===== src/hw/fme_pkg.sv =====
// Package for the flash mode entry and memory sizing block.
// Holds register offsets, reset values, field positions, pulse counts and timing.
// Assumes clk_sys at 250 MHz and an 8-bit register port.
package fme_pkg;

  // Register port widths
  localparam int ADDR_W = 8;
  localparam int DATA_W = 8;

  // Register offsets
  localparam logic [ADDR_W-1:0] MSS_OFS = 8'h00;
  localparam logic [ADDR_W-1:0] ERS_OFS = 8'h01;
  localparam logic [ADDR_W-1:0] STAT_OFS = 8'h02;
  localparam logic [ADDR_W-1:0] PCNT_OFS = 8'h03;

  // Reset values of the sizing registers; memory size has one per product variant, expansion RAM one shared value
  localparam logic [DATA_W-1:0] MSS_RST_A = 8'hCF;
  localparam logic [DATA_W-1:0] MSS_RST_B = 8'hCC;
  localparam logic [DATA_W-1:0] MSS_RST_F = 8'h08;
  localparam logic [DATA_W-1:0] ERS_RST = 8'h0C;

  // Status register field positions
  localparam int ST_PROG_BIT = 0;
  localparam int ST_RUN_BIT = 1;
  localparam int ST_TR_LSB = 2;
  localparam int ST_WAIT_BIT = 4;
  localparam int ST_HOLD_BIT = 5;
  localparam int ST_STBY_BIT = 6;

  // Programming pin pulse counts that pick a transport
  localparam int PCNT_W = 5;
  localparam logic [PCNT_W-1:0] PULSES_3WIRE = 5'h00;
  localparam logic [PCNT_W-1:0] PULSES_UART = 5'h08;
  localparam logic [PCNT_W-1:0] PULSES_PSEUDO = 5'h0C;

  // Oscillation stabilisation wait: 2^17 main clock periods
  localparam int OSC_WAIT_EXP = 17;
  localparam int OSC_WAIT_CYCLES = 1 << OSC_WAIT_EXP;

  // Product variants that differ in the memory size reset value
  typedef enum logic [1:0] {
    VAR_A = 2'b00,
    VAR_B = 2'b01,
    VAR_F = 2'b10
  } fme_variant_type;

  // Serial transport chosen for programming
  typedef enum logic [1:0] {
    TR_NONE = 2'b00,
    TR_3WIRE = 2'b01,
    TR_UART = 2'b10,
    TR_PSEUDO = 2'b11
  } fme_transport_type;

  // Reset sequencer states
  typedef enum logic [2:0] {
    SQ_RESET = 3'b000,
    SQ_OSC_WAIT = 3'b001,
    SQ_RUN = 3'b010,
    SQ_PROG = 3'b011,
    SQ_PROG_HOLD = 3'b100
  } fme_state_type;

endpackage


===== src/hw/fme_pulse_if.sv =====
// Interface between the sequencer and the programming pin pulse counter.
// Assumes both ends run on clk_sys.
`timescale 1ns/1ps
`default_nettype none
interface fme_pulse_if;
  import fme_pkg::*;
  logic clear;
  logic enable;
  logic [PCNT_W-1:0] count;

  // Counter end
  modport cnt (
    input clear,
    input enable,
    output count
  );

  // Sequencer end
  modport ctl (
    output clear,
    output enable,
    input count
  );
endinterface
`default_nettype wire


===== src/hw/fme_pulse_count.sv =====
// Counter of rising edges on the programming voltage pin.
// Assumes the pin is asynchronous to clk_sys; it is synchronised here first.
`timescale 1ns/1ps
`default_nettype none
module fme_pulse_count (
  input wire logic clk_sys,
  input wire logic nrst,
  input wire logic pulse_pin,
  fme_pulse_if.cnt pif
);
  import fme_pkg::*;

  logic meta_q;
  logic sync_q;
  logic prev_q;
  logic [PCNT_W-1:0] count_q;
  logic rise;

  // Two-stage synchroniser; only sync_q is looked at
  always_ff @(posedge clk_sys) begin
    if (!nrst) begin
      meta_q <= 1'b0;
      sync_q <= 1'b0;
      prev_q <= 1'b0;
    end else begin
      meta_q <= pulse_pin;
      sync_q <= meta_q;
      prev_q <= sync_q;
    end
  end

  assign rise = sync_q & ~prev_q;

  // Saturating count, so a runaway pulse train cannot wrap onto a legal value
  always_ff @(posedge clk_sys) begin
    if (!nrst || pif.clear) begin
      count_q <= '0;
    end else if (pif.enable && rise && count_q != {PCNT_W{1'b1}}) begin
      count_q <= count_q + PCNT_W'(1);
    end
  end

  assign pif.count = count_q;
endmodule
`default_nettype wire


===== src/hw/fme_top.sv =====
// Flash mode entry and internal memory sizing block.
// Assumes an 8-bit register port on clk_sys and raw device pins for reset,
// programming voltage level and programming pulses, all asynchronous.
// The core is expected to hold off fetching while cpu_run is low; the
// program counter itself lives outside and is not reset here.
//
// The plain strobed port and the placing of the registers were decided locally.
`timescale 1ns/1ps
`default_nettype none
module fme_top #(
  parameter fme_pkg::fme_variant_type VARIANT = fme_pkg::VAR_A,
  parameter int OSC_WAIT_CYCLES = fme_pkg::OSC_WAIT_CYCLES
) (
  input wire logic clk_sys,
  input wire logic nrst,
  input wire logic reset_pin_n,
  input wire logic vpp_high,
  input wire logic vpp_pulse,
  input wire logic standby,
  input wire logic [fme_pkg::ADDR_W-1:0] reg_addr,
  input wire logic [fme_pkg::DATA_W-1:0] reg_wdata,
  input wire logic reg_wr,
  input wire logic reg_rd,
  output logic [fme_pkg::DATA_W-1:0] reg_rdata,
  output logic [fme_pkg::DATA_W-1:0] memory_size_select,
  output logic [fme_pkg::DATA_W-1:0] expansion_ram_size_select,
  output logic cpu_run,
  output logic exec_start,
  output logic pins_hiz,
  output logic prog_mode,
  output fme_pkg::fme_transport_type transport
);
  import fme_pkg::*;

  localparam int OSC_W = $clog2(OSC_WAIT_CYCLES + 1);
  localparam logic [OSC_W-1:0] OSC_LAST = OSC_W'(OSC_WAIT_CYCLES - 1);

  // Memory size reset value picked by the built variant
  localparam logic [DATA_W-1:0] MSS_RST =
    (VARIANT == VAR_B) ? MSS_RST_B : (VARIANT == VAR_F) ? MSS_RST_F : MSS_RST_A;

  fme_pulse_if pif ();

  logic rst_meta_q;
  logic rst_sync_q;
  logic vpp_meta_q;
  logic vpp_sync_q;
  logic armed_q;
  fme_state_type state_q;
  fme_state_type state_d;
  logic [OSC_W-1:0] osc_cnt_q;
  logic osc_done;
  logic in_reset;
  logic sw_write_ok;
  logic [DATA_W-1:0] mss_q;
  logic [DATA_W-1:0] ers_q;
  logic [DATA_W-1:0] rdata_q;
  logic [DATA_W-1:0] status;
  logic cpu_run_q;
  logic exec_start_q;
  logic pins_hiz_q;
  logic prog_mode_q;
  fme_transport_type transport_q;
  fme_transport_type transport_d;

  // Device reset pin comes from outside the clock domain; the synchroniser
  // resets low so that the block stays in reset until the pin is seen high
  always_ff @(posedge clk_sys) begin
    if (!nrst) begin
      rst_meta_q <= 1'b0;
      rst_sync_q <= 1'b0;
    end else begin
      rst_meta_q <= reset_pin_n;
      rst_sync_q <= rst_meta_q;
    end
  end

  // Programming voltage level, also asynchronous; only the second stage is read
  always_ff @(posedge clk_sys) begin
    if (!nrst) begin
      vpp_meta_q <= 1'b0;
      vpp_sync_q <= 1'b0;
    end else begin
      vpp_meta_q <= vpp_high;
      vpp_sync_q <= vpp_meta_q;
    end
  end

  // Either the system reset or the device reset pin holds the block in reset
  assign in_reset = !nrst || !rst_sync_q;

  // Programming entry is latched only while the reset pin is held. The last
  // sample before release wins, so a supply that droops as reset lifts still
  // counts; the voltage is not looked at again until the next reset.
  always_ff @(posedge clk_sys) begin
    if (!nrst) begin
      armed_q <= 1'b0;
    end else if (!rst_sync_q) begin
      armed_q <= vpp_sync_q;
    end
  end

  // Stabilisation counter runs from reset release until the wait expires.
  // It stops at its last value; osc_done then stays high until the next reset.
  always_ff @(posedge clk_sys) begin
    if (in_reset) begin
      osc_cnt_q <= '0;
    end else if (state_q == SQ_OSC_WAIT && !osc_done) begin
      osc_cnt_q <= osc_cnt_q + OSC_W'(1);
    end
  end

  assign osc_done = (osc_cnt_q == OSC_LAST);

  // Map the counted pulses to a transport; anything else picks none.
  // Counts are compared whole, so a pulse lost to noise lands in the hold state.
  always_comb begin
    unique case (pif.count)
      PULSES_3WIRE: transport_d = TR_3WIRE;
      PULSES_UART: transport_d = TR_UART;
      PULSES_PSEUDO: transport_d = TR_PSEUDO;
      default: transport_d = TR_NONE;
    endcase
  end

  // Pulses are counted only in the window between reset release and the end of the wait.
  // The counter is cleared while reset is held so a stale count never leaks.
  assign pif.clear = in_reset;
  assign pif.enable = (state_q == SQ_OSC_WAIT) && armed_q;

  fme_pulse_count u_pulse (
    .clk_sys(clk_sys),
    .nrst(nrst),
    .pulse_pin(vpp_pulse),
    .pif(pif)
  );

  // Reset sequencer next state
  always_comb begin
    state_d = state_q;
    unique case (state_q)
      SQ_RESET: begin
        state_d = SQ_OSC_WAIT;
      end
      SQ_OSC_WAIT: begin
        if (osc_done) begin
          if (!armed_q) begin
            state_d = SQ_RUN;
          end else if (transport_d == TR_NONE) begin
            state_d = SQ_PROG_HOLD;
          end else begin
            state_d = SQ_PROG;
          end
        end
      end
      SQ_RUN: begin
        state_d = SQ_RUN;
      end
      SQ_PROG: begin
        state_d = SQ_PROG;
      end
      SQ_PROG_HOLD: begin
        state_d = SQ_PROG_HOLD;
      end
      default: begin
        state_d = SQ_RESET;
      end
    endcase
  end

  // Reset sequencer state; only a new reset leaves the final states
  always_ff @(posedge clk_sys) begin
    if (in_reset) begin
      state_q <= SQ_RESET;
    end else begin
      state_q <= state_d;
    end
  end

  // Run flag for the core; execution begins only after the full wait.
  // Decoded from the next state so it rises on the same edge as exec_start.
  always_ff @(posedge clk_sys) begin
    if (in_reset) begin
      cpu_run_q <= 1'b0;
    end else begin
      cpu_run_q <= (state_d == SQ_RUN) || (state_d == SQ_PROG);
    end
  end

  // One-cycle start pulse when the wait ends, whatever the outcome
  always_ff @(posedge clk_sys) begin
    if (in_reset) begin
      exec_start_q <= 1'b0;
    end else begin
      exec_start_q <= (state_q == SQ_OSC_WAIT) && (state_d != SQ_OSC_WAIT);
    end
  end

  // Pins float through reset and the stabilisation wait
  always_ff @(posedge clk_sys) begin
    if (in_reset) begin
      pins_hiz_q <= 1'b1;
    end else begin
      pins_hiz_q <= (state_d == SQ_RESET) || (state_d == SQ_OSC_WAIT);
    end
  end

  // Programming mode flag; it stands until the next reset
  always_ff @(posedge clk_sys) begin
    if (in_reset) begin
      prog_mode_q <= 1'b0;
    end else if (state_q == SQ_OSC_WAIT && osc_done && armed_q) begin
      prog_mode_q <= 1'b1;
    end
  end

  // Transport choice, taken once at the end of the wait; later pulses are
  // ignored so a chattering pin cannot switch links mid-session
  always_ff @(posedge clk_sys) begin
    if (in_reset) begin
      transport_q <= TR_NONE;
    end else if (state_q == SQ_OSC_WAIT && osc_done && armed_q) begin
      transport_q <= transport_d;
    end
  end

  // Software may write only once the core runs and not in standby; during
  // reset and the wait both size select registers keep their reset values, and standby
  // freezes whatever is held.
  assign sw_write_ok = cpu_run_q && !standby;

  // Memory size select: whole-byte writes, variant reset value.
  // No check on the value; illegal settings are software's problem.
  always_ff @(posedge clk_sys) begin
    if (in_reset) begin
      mss_q <= MSS_RST;
    end else if (reg_wr && sw_write_ok && reg_addr == MSS_OFS) begin
      mss_q <= reg_wdata;
    end
  end

  // Expansion RAM size select: whole-byte writes, fixed reset value
  always_ff @(posedge clk_sys) begin
    if (in_reset) begin
      ers_q <= ERS_RST;
    end else if (reg_wr && sw_write_ok && reg_addr == ERS_OFS) begin
      ers_q <= reg_wdata;
    end
  end

  // Read-only status word built from the sequencer outputs and the standby input
  always_comb begin
    status = '0;
    status[ST_PROG_BIT] = prog_mode_q;
    status[ST_RUN_BIT] = cpu_run_q;
    status[ST_TR_LSB +: 2] = transport_q;
    status[ST_WAIT_BIT] = pins_hiz_q;
    status[ST_HOLD_BIT] = (state_q == SQ_PROG_HOLD);
    status[ST_STBY_BIT] = standby;
  end

  // Read data stand for the one cycle after the strobe, zero otherwise.
  // Reads stay open during reset hold so a debugger can see the state.
  always_ff @(posedge clk_sys) begin
    if (!nrst) begin
      rdata_q <= '0;
    end else if (reg_rd) begin
      unique case (reg_addr)
        MSS_OFS: rdata_q <= mss_q;
        ERS_OFS: rdata_q <= ers_q;
        STAT_OFS: rdata_q <= status;
        PCNT_OFS: rdata_q <= DATA_W'(pif.count);
        default: rdata_q <= '0;
      endcase
    end else begin
      rdata_q <= '0;
    end
  end

  // Outputs straight from flip-flops
  assign reg_rdata = rdata_q;
  assign memory_size_select = mss_q;
  assign expansion_ram_size_select = ers_q;
  assign cpu_run = cpu_run_q;
  assign exec_start = exec_start_q;
  assign pins_hiz = pins_hiz_q;
  assign prog_mode = prog_mode_q;
  assign transport = transport_q;

endmodule
`default_nettype wire


===== config.mk =====
export PLATFORM = sky130hd
export DESIGN_NAME = fme_top
export DESIGN_NICKNAME = d
export VERILOG_FILES = /design/src/hw/fme_pkg.sv /design/src/hw/fme_pulse_if.sv /design/src/hw/fme_pulse_count.sv /design/src/hw/fme_top.sv
export SDC_FILE = /design/constraint.sdc
export NUM_CORES = 1
export LEC_CHECK = 0
export BUFFER_PORTS_ARGS = -buffer_cell sky130_fd_sc_hd__buf_2
export CORE_ASPECT_RATIO = 1.25
export CORE_UTILIZATION = 54
export DETAILED_ROUTE_END_ITERATION = 16
export PLACE_DENSITY = 0.88
export SETUP_SLACK_MARGIN = 0.15
export SYNTH_ARGS = -nofsm -noshare
export SYNTH_HDL_FRONTEND = slang
export SYNTH_SLANG_ARGS = --single-unit
export TNS_END_PERCENT = 20

===== constraint.sdc =====
create_clock -name clk_sys -period 2.3 [get_ports clk_sys]
set_clock_uncertainty 0.05 [all_clocks]
set_input_delay 0.115 -clock clk_sys [delete_from_list [all_inputs] [get_ports clk_sys]]
set_output_delay 0.115 -clock clk_sys [all_outputs]
set_load 0.1 [all_outputs]

==> flow_metrics.env, run 1 <==
export IMPL_status="complete, no violations"
export IMPL_clock_sinks=64
export IMPL_mostFrequentLayoutCell="dfxtp_1"
export IMPL_fin_crit_sh=0.880
export IMPL_clockRootBuffer="clkbuf_8"
export IMPL_grt_max_degree=21
export IMPL_r2r_cells=6
export IMPL_max_cap_violations=0
export IMPL_fmax_ghz=0.494
export IMPL_clk_path_buf_depth=2
export IMPL_ys_ff_latch=64
export IMPL_async_flop_share=0
export IMPL_synth_seq_area_share=0.472
export IMPL_postRouteAntennaNets=0
export IMPL_ir_worst_vdd_v=0.000454
export IMPL_area_delta_synth_final_pct=24.1
export IMPL_hold_viol_final=0
export IMPL_cts_buffers=9
export IMPL_tightestPinTransition_ns=0.681
export IMPL_drt_wirelength_per_cell_um=14.3
export IMPL_num_antenna_cells=0
export IMPL_period_minus_slack_ns=2.03
export IMPL_overflow=0
export IMPL_p_per_area_nw_per_um2=648
export IMPL_ctsHtreeMaxLevel=3
export IMPL_clock_latency_ns=0.34
export IMPL_dr_pass1_iters=4
export IMPL_p_leak_nw=1.38
export IMPL_grt_pass1_vias=2122
export IMPL_num_rows=28
export IMPL_syn_num_nets=305
export IMPL_synth_edf_count=0
export IMPL_holdCritPathClass="primary input to flop"
export IMPL_drc=0
export IMPL_ff2ff_setup_slack_ns=0.27
export IMPL_initial_utilization=0.566
export IMPL_grtUsageTotal=0.241
export IMPL_syn_avg_cell_area_um2=9.80
export IMPL_crit_required_ns=2.49
export IMPL_grt_pass1_wl_um=9610
export IMPL_routed_via_density=5.49
export IMPL_rsz0062_at_grt="no"
export IMPL_drtIter0Drc=92
export IMPL_setup_tns_final_ns=0
export IMPL_core_um2=4800
export IMPL_worstPathMaxFanout=13
export IMPL_place_ws_ns=0.156
export IMPL_relSlewSlack=0.545
export IMPL_setup_ws_ns=0.275
export IMPL_io_buffers=53
export IMPL_critPathLaunchType="flop"
export IMPL_hpwlAfterDp_um=3960
export IMPL_cts_reportedPaths_clkPinSlew_ns=0.07
export IMPL_io_pins=54
export IMPL_dieArea_um2=5320
export IMPL_final_cell_mix="64 x dfxtp_1, 53 x buf_2, 39 x nor2_1"
export IMPL_drt_wl_total_um=5870
export IMPL_drive_above_1_share=0.248
export IMPL_final_core_utilization=0.702
export IMPL_die_y_um=81.3
export IMPL_syn_area_um2=2720
export IMPL_synthCells=277
export IMPL_cts_tree="done"
export IMPL_yosysWarnings=0
export IMPL_vias=2258
export IMPL_cp_data_arrival_time_ns=2.21
export IMPL_die_x_um=65.4
export IMPL_gp_congestion=0.761
export IMPL_min_path_cells=2
export IMPL_slew_violations=0
export IMPL_ys_types=41
export IMPL_setup_viol=0
export IMPL_grt_antenna_before_repair=0
export IMPL_fillers=340
export IMPL_hold_worst_slack_ns=0.0671
export IMPL_worstSetupEndpointType="flop"
export IMPL_synth_flop_cell="dfxtp_1"
export IMPL_worst_setup_path_type="flop to flop"
export IMPL_nets=375
==> metrics by stage <==
step	instances	cell area (µm²)	power [mW]
4_1_cts	411	3370	2.20
3_3_place_gp	384	3040	1.21
6_report	411	3370	2.18
3_5_place_dp	384	3040	1.21
5_1_grt	411	3370	2.25
2_1_floorplan	277	2720	1.18
==> registers in the layout, summed over array words and instances, names as in the netlist, 2 cells and up <==
name and flops:
reg_rdata 8, transport 2, memory_size_select 8, u_pulse.pif.count 5, osc_cnt_q 18, state_q 3
expansion_ram_size_select 8
==> per-layer routing <==
layer / global-route usage / wire length, µm
met2: 0.421 / 2950
met1: 0.258 / 2490
met4: 0.115 / 159
met5: 0 / 0
met3: 0.0843 / 268
==> cell type report <==
class / instances / area, µm² / share of cell area
inverter: 7 / 26.3 / 0.00780
clock buffer: 12 / 165 / 0.0490
timing repair buffer: 69 / 415 / 0.123
sequential: 64 / 1280 / 0.380
clock inverter: 3 / 40.0 / 0.0119
tap: 60 / 75.1 / 0.0223
multi-input combinational: 196 / 1370 / 0.406
==> worst paths after layout <==
path | startpoint | end
max | osc_cnt_q[0] | pins_hiz
min | nrst | armed_q
max reg2reg | osc_cnt_q[0] | pins_hiz
min reg2reg | u_pulse.meta_q | u_pulse.sync_q
==> worst max-delay path, stage by stage, from the launching register on <==
cell and delay (ns):
dfxtp_1 0.37, ha_1 0.18, nand3_1 0.16, or3_4 0.48
or3_1 0.41, o21ai_0 0.22, nor2_1 0.06
==> logic make-up (layout without fill, tap and decap cells) <==
logic type               Yosys count  count (layout)  synth area share
adder cells (fa/ha/maj)            4               4            0.0184
AO/OA/AOI/OAI                     28              28            0.0677
flip-flops                        64              64             0.472
buffers and inverters             17              91            0.0267
multiplexers                      28              28             0.126
AND/OR/NAND/NOR                  118             118             0.231
XOR/XNOR                          18              18            0.0581
==> where the power goes <==
group          switching [mW]  internal, mW  leakage [nW]  total [mW]
registers             0.00290          1.11         0.517        1.12
clock network           0.406         0.579         0.108       0.985
logic                  0.0361        0.0452         0.754      0.0812
total                   0.445          1.74          1.38        2.18
==> what timing repair did <==
action                     CTS  global route
gates resized for setup      1             1
setup buffers                0             0
hold endpoints to repair    19             0
gates cloned                 0             0
hold buffers                12             0
setup endpoints to repair    1             1
==> synth_stat cells, types with 3 or more instances <==
cell / n / area share
nand3_2: 3 / 0.011
inv_1: 7 / 0.0097
nor2_1: 39 / 0.054
and3_1: 4 / 0.0092
nor3_1: 9 / 0.017
dfxtp_1: 64 / 0.47
nand3_1: 7 / 0.013
ha_1: 4 / 0.018
mux4_2: 5 / 0.041
o21ai_0: 8 / 0.015
mux2i_1: 23 / 0.085
a21oi_1: 4 / 0.0074
nor2b_1: 7 / 0.016
o21a_1: 3 / 0.0083
clkbuf_1: 8 / 0.011
xor2_1: 14 / 0.045
nand2_1: 22 / 0.030
o211ai_1: 6 / 0.017
xnor2_1: 4 / 0.013
and2_1: 8 / 0.018
No activity file was read; power rests on OpenSTA's default activity.
==> inputs of run 2 (changes only) <==
Settings changed: CORE_MARGIN from default to 8, GPL_TIMING_DRIVEN from default to 0, PLACE_DENSITY 0.88 to default, PLACE_DENSITY_LB_ADDON from default to 0.2.
==> run 2 against run 1 <==
  * Critical endpoint unchanged
  * Via count down 2.0%
  * Sequential power about the same
  * Register-to-register slack got worse by 0.04 ns
  * Hold slack lost 0.060 ns
  * Maximum frequency shrank 1.9%
  * Die area increased by 42%
  * Cell count is 1.7% higher
==> flow_metrics.env, run 2 (synthesis results as in run 1) <==
export IMPL_clock_sinks=64
export IMPL_cts_tree="done"
export IMPL_fin_crit_sh=0.897
export IMPL_io_pins=54
export IMPL_hold_viol_final=0
export IMPL_rsz0062_at_grt="yes"
export IMPL_routed_via_density=5.29
export IMPL_num_rows=29
export IMPL_dr_pass1_iters=4
export IMPL_crit_chain="ha_1 -> nand3_1 -> or3_4 -> a2111oi_1 -> o21a_1 -> nor2_1"
export IMPL_grt_pass1_wl_um=9950
export IMPL_io_buffers=52
export IMPL_final_core_utilization=0.679
export IMPL_crit_required_ns=2.48
export IMPL_worstSetupEndpointType="flop"
export IMPL_grt_antenna_before_repair=0
export IMPL_die_y_um=95.3
export IMPL_top_register="osc_cnt_q"
export IMPL_worstPathMaxFanout=5
export IMPL_p_per_area_nw_per_um2=639
export IMPL_drtIter0Drc=91
export IMPL_cp_data_arrival_time_ns=2.24
export IMPL_setup_viol=0
export IMPL_multiInputGateArea_um2=1380
export IMPL_area_delta_synth_final_pct=24.4
export IMPL_hp_start="standby"
export IMPL_nets=379
export IMPL_clk_path_buf_depth=2
export IMPL_ff2ff_setup_slack_ns=0.24
export IMPL_cts_buffers=9
export IMPL_drt_wl_total_um=6020
export IMPL_holdCritPathClass="primary input to flop"
export IMPL_crit_slowest_cell="a2111oi_1"
export IMPL_num_antenna_cells=0
export IMPL_worst_setup_path_type="flop to flop"
export IMPL_slew_violations=0
export IMPL_critPathLaunchType="flop"
export IMPL_drt_wirelength_per_cell_um=14.4
export IMPL_dieArea_um2=7570
export IMPL_instances_no_fill=418
export IMPL_drc=0
export IMPL_tightestPinTransition_ns=0.683
export IMPL_final_cell_mix="64 x dfxtp_1, 53 x buf_2, 39 x nor2_1"
export IMPL_clockRootBuffer="clkbuf_8"
export IMPL_hold_end="reg_rdata[6]"
export IMPL_grtUsageTotal=0.168
export IMPL_setup_tns_final_ns=0
export IMPL_status="complete, no violations"
export IMPL_setup_ws_ns=0.236
export IMPL_slowest_delay_ns=0.50
export IMPL_overflow=0
export IMPL_seq_area_um2=1280
export IMPL_ctsHtreeMaxLevel=3
export IMPL_mostFrequentLayoutCell="dfxtp_1"
export IMPL_place_inst=391
export IMPL_initial_utilization=0.546
export IMPL_p_leak_nw=1.37
export IMPL_relSlewSlack=0.545
export IMPL_min_path_cells=3
export IMPL_largest_reg_flops=18
export IMPL_cts_reportedPaths_clkPinSlew_ns=0.07
export IMPL_postRouteAntennaNets=0
export IMPL_regToRegEndpoint="pins_hiz"
export IMPL_gp_congestion=0.830
export IMPL_max_cap_violations=0
export IMPL_drive_above_1_share=0.233
export IMPL_grt_pass1_vias=2137
export IMPL_place_ws_ns=0.171
export IMPL_vias=2213
export IMPL_die_x_um=79.4
export IMPL_r2r_cells=6
export IMPL_period_minus_slack_ns=2.06
export IMPL_core_um2=4970
export IMPL_fillers=423
export IMPL_clock_latency_ns=0.34
export IMPL_hpwlAfterDp_um=4340
export IMPL_fmax_ghz=0.485
export IMPL_r2r_start="osc_cnt_q[0]"
export IMPL_grt_max_degree=11
export IMPL_ir_worst_vdd_v=0.000649
run 2: worst max-delay path: cells and delay by family, from the launching register on:
family / cells / cell delay (ns)
AOI/OAI and AO/OA: 2 / 0.68
DFF: 1 / 0.37
adders and majority gates: 1 / 0.19
and+or+nand+nor: 3 / 0.68
run 2: stage by stage:
stage | total power, mW | area (µm²) | hold WS (ns)
floorplan | 1.18 | 2720 | 0.190
global placement | 1.21 | 3050 | 0.270
detailed placement | 1.21 | 3050 | 0.276
CTS | 2.18 | 3360 | 0.0103
global route | 2.25 | 3380 | 0.0212
finish | 2.16 | 3380 | 0.00738
run 2: report_power, final:
group          switching [mW]  leakage [nW]  internal, mW
clock                   0.402         0.103         0.557
sequential            0.00311         0.517          1.11
combinational          0.0364         0.745        0.0456
run 2: how the worst max path moves through the flow:
| stage | startpoint | to | slack, ns |
|---|---|---|---|
| 2_1_floorplan | cpu_run | expansion_ram_size_select[3] | 0.27 |
| 3_3_place_gp | osc_cnt_q[0] | pins_hiz | 0.18 |
| 3_5_place_dp | osc_cnt_q[0] | transport[1] | 0.17 |
| 4_1_cts | u_pulse.pif.count[0] | u_pulse.pif.count[3] | 0.16 |
| 5_1_grt | osc_cnt_q[0] | pins_hiz | 0.06 |
| 6_report | osc_cnt_q[0] | pins_hiz | 0.24 |
run 2: metal layers:
metal  track usage  share of wire  vias to the layer above
met5             0              0                        -
met4        0.0650          0.014                        0
met3        0.0623          0.057                        9
met2         0.285           0.50                       47
met1         0.185           0.42                     1041
li1              -              -                     1116
run 2: what timing repair did:
item,CTS,global route
endpoints found under the setup margin,0,8
endpoints found under the hold margin,19,0
hold buffers,11,0
setup buffers,0,0
gates resized for setup,0,3
run 2: cell type report:
type / instances / share of cell area
Clock inverter: 3 / 0.0119
Sequential cell: 64 / 0.379
Tap cell: 62 / 0.0230
Timing Repair Buffer: 63 / 0.110
Buffer: 10 / 0.0137
Clock buffer: 13 / 0.0471
Multi-Input combinational cell: 196 / 0.408
Inverter: 7 / 0.00778
